===== config.mk =====
export PLATFORM = sky130hd
export DESIGN_NAME = evx_regs
export DESIGN_NICKNAME = d
export VERILOG_FILES = /design/src/include/evx_pkg.sv /design/src/include/evx_cfg_if.sv /design/src/hdl/evx_addr_map.sv /design/src/hdl/evx_regs.sv
export SDC_FILE = /design/constraint.sdc
export NUM_CORES = 1
export LEC_CHECK = 0
export ABC_AREA = 1
export BUFFER_PORTS_ARGS = -buffer_cell sky130_fd_sc_hd__buf_2
export CAP_MARGIN = 20
export CORE_ASPECT_RATIO = 0.6
export CORE_MARGIN = 4
export CORE_UTILIZATION = 40
export DETAILED_ROUTE_END_ITERATION = 16
export MAX_ROUTING_LAYER = met4
export PLACE_DENSITY = 0.71
export SYNTH_ARGS = -nofsm -noshare
export SYNTH_HDL_FRONTEND = slang
export SYNTH_HIERARCHICAL = 1
export SYNTH_SLANG_ARGS = --single-unit

===== constraint.sdc =====
create_clock -name clk -period 3.4 [get_ports clk]
set_clock_uncertainty 0.15 [all_clocks]
set_input_delay 0.68 -clock clk [delete_from_list [all_inputs] [get_ports clk]]
set_output_delay 0.68 -clock clk [all_outputs]
set_load 0.03 [all_outputs]

===== src/include/evx_pkg.sv =====
// Package of constants for the enhanced VGA unlock and banking register group
// -----------------------------------------------------------------------------
// Functional notes
// - Extended registers stay locked until key 53h then 4Dh written at index 80h.
// - Any wrong byte written at index 80h resets the key machine to locked.
// - Writing 4Ch to the key register locks the extended registers.
// - Only graphics controller data writes advance the key machine; other ports ignored.
// - Keys accepted with index rewritten before each key or written once.
// - Reading the key register returns the last byte written to it.
// - Index 81h is read only; bit 0 is one while locked.
// - Extended registers decode at indices 80h to 8Fh of the controller port.
// - Control window bit 7 maps a 64KB control bank at A0000h to AFFFFh.
// - With control window bit clear the legacy window reaches normal memory.
// - With control window on, the legacy window size select is ignored.
// - Bits 2:0 pick a 64KB bank of 512KB control space; bit 3 ignored.
// - Control window accesses are little-endian only.
// - Bank offset bit 7 selects VGA processing or direct packed-pixel access.
// - Bank offset bits 6:0 added to host bits 21:15, joined with bits 14:0.
// - Adder second input depends on legacy window select; no carry for 32KB.
// - Palette select bit 7 picks display 0 or display 1 palette.
// - Bits 1:0 of index 85h add an offset in 4MB units.
// - Banked window sits at A0000h, B0000h or B8000h by legacy window select and moves in 32KB steps.
// -----------------------------------------------------------------------------
package evx_pkg;
  localparam logic [7:0] EVX_IDX_KEY = 8'h80;
  localparam logic [7:0] EVX_IDX_STAT = 8'h81;
  localparam logic [7:0] EVX_IDX_CWIN = 8'h82;
  localparam logic [7:0] EVX_IDX_BANK = 8'h84;
  localparam logic [7:0] EVX_IDX_PAL = 8'h85;
  localparam logic [3:0] EVX_EXT_HI = 4'h8;
  localparam logic [7:0] EVX_KEY_FIRST = 8'h53;
  localparam logic [7:0] EVX_KEY_SECOND = 8'h4d;
  localparam logic [7:0] EVX_KEY_LOCK = 8'h4c;
  localparam logic [7:0] EVX_RST_BYTE = 8'h00;
  localparam int EVX_EN_BIT = 7;
  localparam int EVX_LOCK_BIT = 0;
  // Control space: 512KB at the top of the first 8MB, so local bits 22:19 are all ones
  localparam logic [3:0] EVX_CTRL_TOP = 4'hf;
  localparam logic [15:0] EVX_SEG_A = 16'h000a;
  localparam logic [15:0] EVX_SEG_B = 16'h000b;
  typedef enum logic [1:0] {EVX_LOCKED, EVX_GOT_FIRST, EVX_UNLOCKED} evx_key_e;
  typedef enum logic [1:0] {EVX_RT_NONE, EVX_RT_VGA, EVX_RT_LOCAL, EVX_RT_CTRL} evx_route_e;
endpackage : evx_pkg


===== src/include/evx_cfg_if.sv =====
// Interface carrying the bank configuration from register file to address mapper
`timescale 1ns/100ps
interface evx_cfg_if;
  logic cwin_en;
  logic [2:0] cwin_bank;
  logic bypass;
  logic [6:0] bank_off;
  logic [1:0] hi_off;
  modport src (output cwin_en, cwin_bank, bypass, bank_off, hi_off);
  modport dst (input cwin_en, cwin_bank, bypass, bank_off, hi_off);
endinterface : evx_cfg_if


===== src/hdl/evx_addr_map.sv =====
// Legacy window address mapper: banked, bypass and control-window routing
`timescale 1ns/100ps
module evx_addr_map
  import evx_pkg::*;
(
  input wire logic clk, // System clock
  input wire logic reset_n, // Synchronous reset, active low
  evx_cfg_if.dst cfg, // Bank configuration
  input wire logic mem_req, // Host memory cycle strobe
  input wire logic [19:0] mem_addr, // Real-mode host address
  input wire logic [1:0] map_sel, // Legacy window size/base select
  output logic [1:0] route_q, // Chosen destination
  output logic [23:0] local_addr_q // Local memory address
);
  // ---------------------------------------------------------------------------
  // Window hit decode
  // ---------------------------------------------------------------------------
  function automatic logic in_window(input logic [1:0] sel, input logic [19:0] a);
    unique case (sel)
      2'b00: in_window = (a[19:17] == 3'b101);
      2'b01: in_window = (a[19:16] == EVX_SEG_A[3:0]);
      2'b10: in_window = (a[19:15] == 5'b10110);
      2'b11: in_window = (a[19:15] == 5'b10111);
    endcase
  endfunction : in_window

  logic [6:0] adder_b;
  logic [6:0] bank_sum;
  logic vga_hit;
  logic ctrl_hit;

  // Second adder input by window size; 32KB windows add nothing so no carry
  always_comb begin
    unique case (map_sel)
      2'b00: adder_b = {5'h00, mem_addr[16:15]};
      2'b01: adder_b = {6'h00, mem_addr[15]};
      default: adder_b = 7'h00;
    endcase
  end
  assign bank_sum = 7'(cfg.bank_off + adder_b);
  assign vga_hit = in_window(map_sel, mem_addr);
  // Whole A0000-BFFFF range is taken from memory; only A-segment answers
  assign ctrl_hit = (mem_addr[19:17] == 3'b101);

  // Registered routing keeps the outputs clean of decode glitches
  always_ff @(posedge clk) begin
    if (!reset_n) begin
      route_q <= EVX_RT_NONE;
      local_addr_q <= 24'h000000;
    end else if (mem_req) begin
      if (cfg.cwin_en) begin
        // Little-endian byte lanes pass straight; no swap path exists here
        route_q <= (ctrl_hit && mem_addr[16] == 1'b0) ? EVX_RT_CTRL : EVX_RT_NONE;
        local_addr_q <= {1'b0, EVX_CTRL_TOP, cfg.cwin_bank, mem_addr[15:0]};
      end else if (vga_hit) begin
        route_q <= cfg.bypass ? EVX_RT_LOCAL : EVX_RT_VGA;
        local_addr_q <= {cfg.hi_off, bank_sum, mem_addr[14:0]};
      end else begin
        route_q <= EVX_RT_NONE;
      end
    end
  end

  a_ctrl_route: assert property (@(posedge clk) disable iff (!reset_n)
    mem_req && cfg.cwin_en && mem_addr[19:16] == 4'hb |=> route_q == EVX_RT_NONE)
    else $error("Control window let B segment through");
  a_bank_add: assert property (@(posedge clk) disable iff (!reset_n)
    mem_req && !cfg.cwin_en && vga_hit && map_sel[1] |=>
    local_addr_q[21:15] == $past(cfg.bank_off))
    else $error("32KB window carried into bank sum");
endmodule : evx_addr_map


===== src/hdl/evx_regs.sv =====
// Enhanced register group: key lock machine, extended registers, bank mapping
`timescale 1ns/100ps
module evx_regs
  import evx_pkg::*;
(
  input wire logic clk, // System clock, 40 MHz
  input wire logic reset_n, // Synchronous reset, active low
  input wire logic io_wr, // Host I/O write strobe, one cycle
  input wire logic io_rd, // Host I/O read strobe, one cycle
  input wire logic gc_index_sel, // Cycle targets the controller index port
  input wire logic gc_data_sel, // Cycle targets the controller data port
  input wire logic [7:0] io_wdata, // Host write byte
  input wire logic [1:0] map_sel, // Legacy window select from index 06h
  input wire logic mem_req, // Host memory cycle strobe
  input wire logic [19:0] mem_addr, // Real-mode host address
  output logic [7:0] io_rdata_q, // Read data byte
  output logic io_rvalid_q, // Read data valid pulse
  output logic ext_hit_q, // Data read of the previous cycle hit the extended range
  output logic locked_q, // Extended registers locked
  output logic palette_sel_q, // Palette of display 1 selected
  output logic [1:0] route_q, // Memory cycle destination
  output logic [23:0] local_addr_q // Local memory address
);
  // ---------------------------------------------------------------------------
  // Index latch and decode
  // ---------------------------------------------------------------------------
  logic [7:0] index_q;
  logic [7:0] key_last_q;
  logic [7:0] cwin_q;
  logic [7:0] bank_q;
  logic [7:0] pal_q;
  evx_key_e key_q;
  evx_cfg_if cfg ();

  function automatic logic is_ext(input logic [7:0] idx);
    is_ext = (idx[7:4] == EVX_EXT_HI);
  endfunction : is_ext

  logic data_wr;
  logic key_wr;
  logic ext_wr_ok;
  assign data_wr = io_wr && gc_data_sel;
  assign key_wr = data_wr && (index_q == EVX_IDX_KEY);
  assign ext_wr_ok = data_wr && is_ext(index_q) && key_q == EVX_UNLOCKED;

  // Index is held across data writes so both keys may follow one index write
  always_ff @(posedge clk) begin
    if (!reset_n) begin
      index_q <= EVX_RST_BYTE;
    end else if (io_wr && gc_index_sel) begin
      index_q <= io_wdata;
    end
  end

  // ---------------------------------------------------------------------------
  // Key state machine
  // ---------------------------------------------------------------------------
  // Accesses to other ports never reach here, so a preempted sequence survives
  always_ff @(posedge clk) begin
    if (!reset_n) begin
      key_q <= EVX_LOCKED;
    end else if (key_wr) begin
      unique case (key_q)
        EVX_LOCKED: key_q <= (io_wdata == EVX_KEY_FIRST) ? EVX_GOT_FIRST : EVX_LOCKED;
        EVX_GOT_FIRST: begin
          if (io_wdata == EVX_KEY_SECOND) begin
            key_q <= EVX_UNLOCKED;
          end else if (io_wdata == EVX_KEY_FIRST) begin
            key_q <= EVX_GOT_FIRST;
          end else begin
            key_q <= EVX_LOCKED;
          end
        end
        // Once open, the lock byte or any stray byte closes it again
        EVX_UNLOCKED: key_q <= (io_wdata == EVX_KEY_FIRST) ? EVX_GOT_FIRST : EVX_LOCKED;
        default: key_q <= EVX_LOCKED;
      endcase
    end
  end

  // Last byte written at the key index, kept for read-back
  always_ff @(posedge clk) begin
    if (!reset_n) begin
      key_last_q <= EVX_RST_BYTE;
    end else if (key_wr) begin
      key_last_q <= io_wdata;
    end
  end

  always_ff @(posedge clk) begin
    if (!reset_n) begin
      locked_q <= 1'b1;
    end else begin
      locked_q <= !(key_wr && key_q == EVX_GOT_FIRST && io_wdata == EVX_KEY_SECOND) &&
                  !(key_q == EVX_UNLOCKED && !key_wr);
    end
  end

  // ---------------------------------------------------------------------------
  // Extended registers
  // ---------------------------------------------------------------------------
  // Writes while locked are dropped without a trace
  always_ff @(posedge clk) begin
    if (!reset_n) begin
      cwin_q <= EVX_RST_BYTE;
      bank_q <= EVX_RST_BYTE;
      pal_q <= EVX_RST_BYTE;
    end else if (ext_wr_ok) begin
      if (index_q == EVX_IDX_CWIN) cwin_q <= io_wdata;
      if (index_q == EVX_IDX_BANK) bank_q <= io_wdata;
      if (index_q == EVX_IDX_PAL) pal_q <= io_wdata;
    end
  end

  always_ff @(posedge clk) begin
    if (!reset_n) begin
      palette_sel_q <= 1'b0;
    end else begin
      palette_sel_q <= pal_q[EVX_EN_BIT];
    end
  end

  // ---------------------------------------------------------------------------
  // Read path
  // ---------------------------------------------------------------------------
  logic [7:0] rd_mux;
  always_comb begin
    rd_mux = 8'h00;
    unique case (index_q)
      EVX_IDX_KEY: rd_mux = key_last_q;
      EVX_IDX_STAT: rd_mux = {7'h00, key_q != EVX_UNLOCKED};
      EVX_IDX_CWIN: rd_mux = cwin_q;
      EVX_IDX_BANK: rd_mux = bank_q;
      EVX_IDX_PAL: rd_mux = pal_q;
      default: rd_mux = 8'h00;
    endcase
    if (key_q != EVX_UNLOCKED && index_q != EVX_IDX_KEY && index_q != EVX_IDX_STAT) begin
      rd_mux = 8'h00;
    end
  end

  // Extended-range data read answers one cycle after the strobe; other ports and indices leave data at zero
  always_ff @(posedge clk) begin
    if (!reset_n) begin
      io_rdata_q <= 8'h00;
      io_rvalid_q <= 1'b0;
      ext_hit_q <= 1'b0;
    end else begin
      io_rvalid_q <= io_rd && gc_data_sel && is_ext(index_q);
      ext_hit_q <= io_rd && gc_data_sel && is_ext(index_q);
      io_rdata_q <= (io_rd && gc_data_sel && is_ext(index_q)) ? rd_mux : 8'h00;
    end
  end

  // ---------------------------------------------------------------------------
  // Address mapper
  // ---------------------------------------------------------------------------
  assign cfg.cwin_en = cwin_q[EVX_EN_BIT];
  assign cfg.cwin_bank = cwin_q[2:0];
  assign cfg.bypass = bank_q[EVX_EN_BIT];
  assign cfg.bank_off = bank_q[6:0];
  assign cfg.hi_off = pal_q[1:0];

  evx_addr_map u_map (
    .clk(clk),
    .reset_n(reset_n),
    .cfg(cfg),
    .mem_req(mem_req),
    .mem_addr(mem_addr),
    .map_sel(map_sel),
    .route_q(route_q),
    .local_addr_q(local_addr_q)
  );

  // ---------------------------------------------------------------------------
  // Checks
  // ---------------------------------------------------------------------------
  // Keys may be spaced by other cycles, so the first key is taken from the stored byte
  a_unlock_seq: assert property (@(posedge clk) disable iff (!reset_n)
    key_wr && key_last_q == EVX_KEY_FIRST && io_wdata == EVX_KEY_SECOND |=> !locked_q)
    else $error("Key pair did not unlock");
  a_bad_key: assert property (@(posedge clk) disable iff (!reset_n)
    key_wr && io_wdata != EVX_KEY_FIRST && io_wdata != EVX_KEY_SECOND |=> locked_q)
    else $error("Wrong key left registers open");
  a_lock_key: assert property (@(posedge clk) disable iff (!reset_n)
    key_wr && io_wdata == EVX_KEY_LOCK |=> key_q == EVX_LOCKED)
    else $error("Lock byte did not lock");
  a_other_port: assert property (@(posedge clk) disable iff (!reset_n)
    !data_wr |=> key_q == $past(key_q))
    else $error("Key machine moved without a data write");
  // Read-back must get past the lock mask on the read path
  a_key_readback: assert property (@(posedge clk) disable iff (!reset_n)
    io_rd && gc_data_sel && index_q == EVX_IDX_KEY |=> io_rdata_q == $past(key_last_q))
    else $error("Key read-back differs from last write");
  a_status_bit: assert property (@(posedge clk) disable iff (!reset_n)
    io_rd && gc_data_sel && index_q == EVX_IDX_STAT
    |=> io_rdata_q == {7'h00, $past(key_q) != EVX_UNLOCKED})
    else $error("Lock status reads wrong");
  a_locked_wr: assert property (@(posedge clk) disable iff (!reset_n)
    key_q != EVX_UNLOCKED |=> bank_q == $past(bank_q) && cwin_q == $past(cwin_q))
    else $error("Extended write passed while locked");
  a_palette: assert property (@(posedge clk) disable iff (!reset_n)
    ##1 palette_sel_q == $past(pal_q[EVX_EN_BIT]))
    else $error("Palette select does not follow register");
  a_rvalid_ext: assert property (@(posedge clk) disable iff (!reset_n)
    io_rd && gc_data_sel |=> io_rvalid_q == ($past(index_q[7:4]) == EVX_EXT_HI))
    else $error("Read valid disagrees with index range");
  a_rd_idle: assert property (@(posedge clk) disable iff (!reset_n)
    !(io_rd && gc_data_sel) |=> !io_rvalid_q && io_rdata_q == 8'h00)
    else $error("Read data shown without a data read");
  a_locked_rd: assert property (@(posedge clk) disable iff (!reset_n)
    io_rd && gc_data_sel && key_q != EVX_UNLOCKED && index_q != EVX_IDX_KEY &&
    index_q != EVX_IDX_STAT |=> io_rdata_q == 8'h00)
    else $error("Locked read returned register contents");
  a_index_hold: assert property (@(posedge clk) disable iff (!reset_n)
    !(io_wr && gc_index_sel) |=> index_q == $past(index_q))
    else $error("Index changed without an index write");
  a_lock_level: assert property (@(posedge clk) disable iff (!reset_n)
    locked_q == (key_q != EVX_UNLOCKED))
    else $error("Lock output disagrees with key machine");
  a_bank_wr: assert property (@(posedge clk) disable iff (!reset_n)
    data_wr && key_q == EVX_UNLOCKED && index_q == EVX_IDX_BANK |=> bank_q == $past(io_wdata))
    else $error("Unlocked bank write did not land");
endmodule : evx_regs


==> results.ini <==
[logic_synthesis]
synth-edff-count = 0
yosysWarnings = 6
synthArstFlopShare_pct = 0
yosysSeqAreaShare_pct = 42.1
synthAdderAreaFrac_pct = 1.20
synth_cell_type_count = 32
synth_seq_cells = 79
synth_compound_area_share_pct = 15.9
yosys-top-cells-area = dfxtp_1, nand2_1, a21oi_1
yosys.area_share.simple_pct = 31.9
synthMuxAreaShare_pct = 0
synth_top_area_cell = dfxtp_1
syn_nets = 555
synthCells = 515
syn_area_sq_um = 3760
synthXorXnorAreaFrac_pct = 0
synth_top_family_by_area = simple AND/OR/NAND/NOR gates
ys.flop_type = dfxtp_1
synth_top_area_share_pct = 42.1
syn_avg_cell_area_sq_um = 7.30
yosysMostFrequentCell = nand2_1
netlist_top_cells_count = nand2_1, dfxtp_1, nor2_1, a21oi_1, o21ai_0

[cells_and_area]
drive_gt1_share_pct = 20.9
area_delta_synth_final_pct = 18.6
fillCellCount = 904
stdcell_area_sq_um = 4460
fin_nets = 615
fin_cells = 710
final_util_pct = 48.7

[worst_setup_path]
path_buf_inv = 3
path_max_fanout = 4
arrival_ns = 2.28
startpoint_type = input port
cp_top_family = simple AND/OR/NAND/NOR gates
critPathMaxStageDelay_ns = 0.42
critPathKind = in2reg
crit_top_cell = nor2_1
cp_slowest_cell = fa_1
crit_chain = buf_2 -> inv_1 -> nor2_1 -> ha_1 -> inv_1 -> fa_1 -> nor2_1 -> a21oi_1 -> nor2_1 -> nand3_1 -> nand2_1 -> nor2_1
worstSetupEndpointType = register
cp.required_ns = 3.47

[global_route]
grt_pass1_vias = 3135
grt_use_met1_pct = 23.8
grt_overflow = 0
grt_max_degree = 53
grtUsageTotal_pct = 17.1
grt_pass1_wl_microns = 15200
met3_usage_pct = 5.08
grtUsageMet2_pct = 24.6
globalRoute.busiestLayer = met2
antenna_found_initial = 1

[place]
placed_area_sq_um = 4130
gp_congestion = 0.842
port_buffers = 74
placed_cells = 694
hpwl_microns = 6590

[routing]
drtIter0Drc = 391
wl_per_cell_microns = 13.3
num_vias = 3561
routed_wl_microns = 9410
drc = 0
via_per_inst = 5.02
dr.pass1.iters = 5
ant_nets = 0

[clock_tree]
worstSkewPairLatency_ns = 0.33
cts_max_level = 3
path_clk_slew_ns = 0.06
root_buffer = clkbuf_16
cts_resized = 0
cts_setup_buffers = 0
hold_buffers = 0
cts_buffers = 9
tritoncts = built
cts_max_path_buffers = 2
clkSinkCount = 79

[sta]
fin_tns_setup_ns = 0
hold_viol_final = 0
fmax_ghz = 0.451
worst_pin_slew_ns = 0.740
hold_ws_ns = 0.320
rsz0062_at_grt = no
setup-violations-final = 0
max-slew-margin-rel_pct = 50.6
period_minus_slack_ns = 2.22
min_period_over_period_pct = 65.2
maxSlewViolCount = 0

[die]
num_rows = 27
start_util_pct = 41.1
die_area_sq_um = 11100
die_height_microns = 83.1
coreArea_sq_um = 9160
die_w_microns = 133
ios = 75

[power]
powerDensity_nw_per_um2 = 494
p_leak_nw = 2.07
ir_drop_uv = 289

[flow_run]
cap_violations = 0

[worst_hold_path]
hold_path_class = reg2reg

[outcome]
status = finished, final reports clean

## layer usage
metal | wire length [microns] | up-vias
met3 | 652 | 9
met5 | 0 | -
met4 | 79 | 0
met1 | 4590 | 1627
li1 | - | 1800
met2 | 4080 | 125
## logic make-up after synthesis
| logic type | Yosys count |
|---|---|
| AOI/OAI and AO/OA | 112 |
| adders and majority gates | 3 |
| buffers and inverters | 70 |
| DFF | 79 |
| and+or+nand+nor | 251 |
## layout make-up
type                            instances  area, sq um  share of cell area, %
Antenna cell                            1         2.50                 0.0561
Clock buffer                           11          233                   5.22
Clock inverter                          4         95.1                   2.13
Inverter                               44          165                   3.70
Multi-Input combinational cell        366         1840                   41.3
Sequential cell                        79         1580                   35.5
Tap cell                              130          163                   3.65
Timing Repair Buffer                   75          378                   8.48
## path summary, 6_finish.rpt
check | from | end | slack, ns | depth (start not counted)
max reg2reg | bank_q[0]$_SDFFE_PN0P_ | u_map/local_addr_q[21]$_SDFFE_PN0P_ | 1.40 | 9
min reg2reg | pal_q[7]$_SDFFE_PN0P_ | palette_sel_q$_SDFF_PN0_ | 0.32 | 2
max | mem_addr[15] | u_map/local_addr_q[21]$_SDFFE_PN0P_ | 1.18 | 12
min | pal_q[7]$_SDFFE_PN0P_ | palette_sel_q$_SDFF_PN0_ | 0.32 | 2
## report_power, final
group	internal, W	switching (W)	leakage [nW]
Sequential	0.000942	0.00000933	0.639
Clock	0.000713	0.000367	0.160
Combinational	0.0000533	0.000116	1.27
Total	0.00171	0.000493	2.07
## worst register-to-register path, cell delays in order, from the launching register on
cell and delay [ns]:
dfxtp_1 0.37, ha_1 0.22, inv_1 0.08, fa_1 0.42, nor2_1 0.22, a21oi_1 0.10
nor2_1 0.13, nand3_1 0.07, nand2_1 0.08, nor2_1 0.05
## through the flow
step	setup WS, ns	total power [W]
floorplan	1.18	0.00109
global placement	0.897	0.00114
detailed placement	0.883	0.00114
CTS	1.20	0.00221
global route	0.960	0.00227
finish	1.18	0.00220
## cells in the final DEF, fill, tap and decap left out
| cell type | n |
|---|---|
| clkinv_2 | 1 |
| ha_1 | 2 |
| a21boi_0 | 2 |
| bufinv_16 | 3 |
| nand3_4 | 1 |
| buf_4 | 1 |
| nor2_1 | 61 |
| nor2_8 | 1 |
| nand3b_1 | 16 |
| a21oi_2 | 4 |
| o21ai_2 | 4 |
| dfxtp_1 | 79 |
| buf_2 | 74 |
| clkbuf_1 | 2 |
| a21oi_1 | 58 |
| nor2_2 | 2 |
| nor3_1 | 4 |
| nand2_1 | 103 |
| and2_1 | 4 |
| inv_2 | 4 |
| fa_1 | 1 |
| nand2_4 | 2 |
| nand3_1 | 38 |
| inv_1 | 40 |
| nor2_4 | 7 |
| a31oi_1 | 2 |
| or2_2 | 2 |
| nand2_2 | 6 |
| clkbuf_16 | 9 |
| nand4_1 | 4 |
| o21ai_0 | 41 |
| o21ai_1 | 1 |
| diode_2 | 1 |
## sequential cells by signal, summed over array words and instances (netlist names)
| register | cells |
|---|---|
| bank_q | 8 |
| cwin_q | 8 |
| ext_hit_q | 1 |
| index_q | 8 |
| io_rdata_q | 8 |
| key_last_q | 8 |
| key_q | 2 |
| locked_q | 1 |
| pal_q | 8 |
| palette_sel_q | 1 |
| u_map/local_addr_q | 24 |
| u_map/route_q | 2 |
Note: power is estimated with default switching activity, not from simulation.
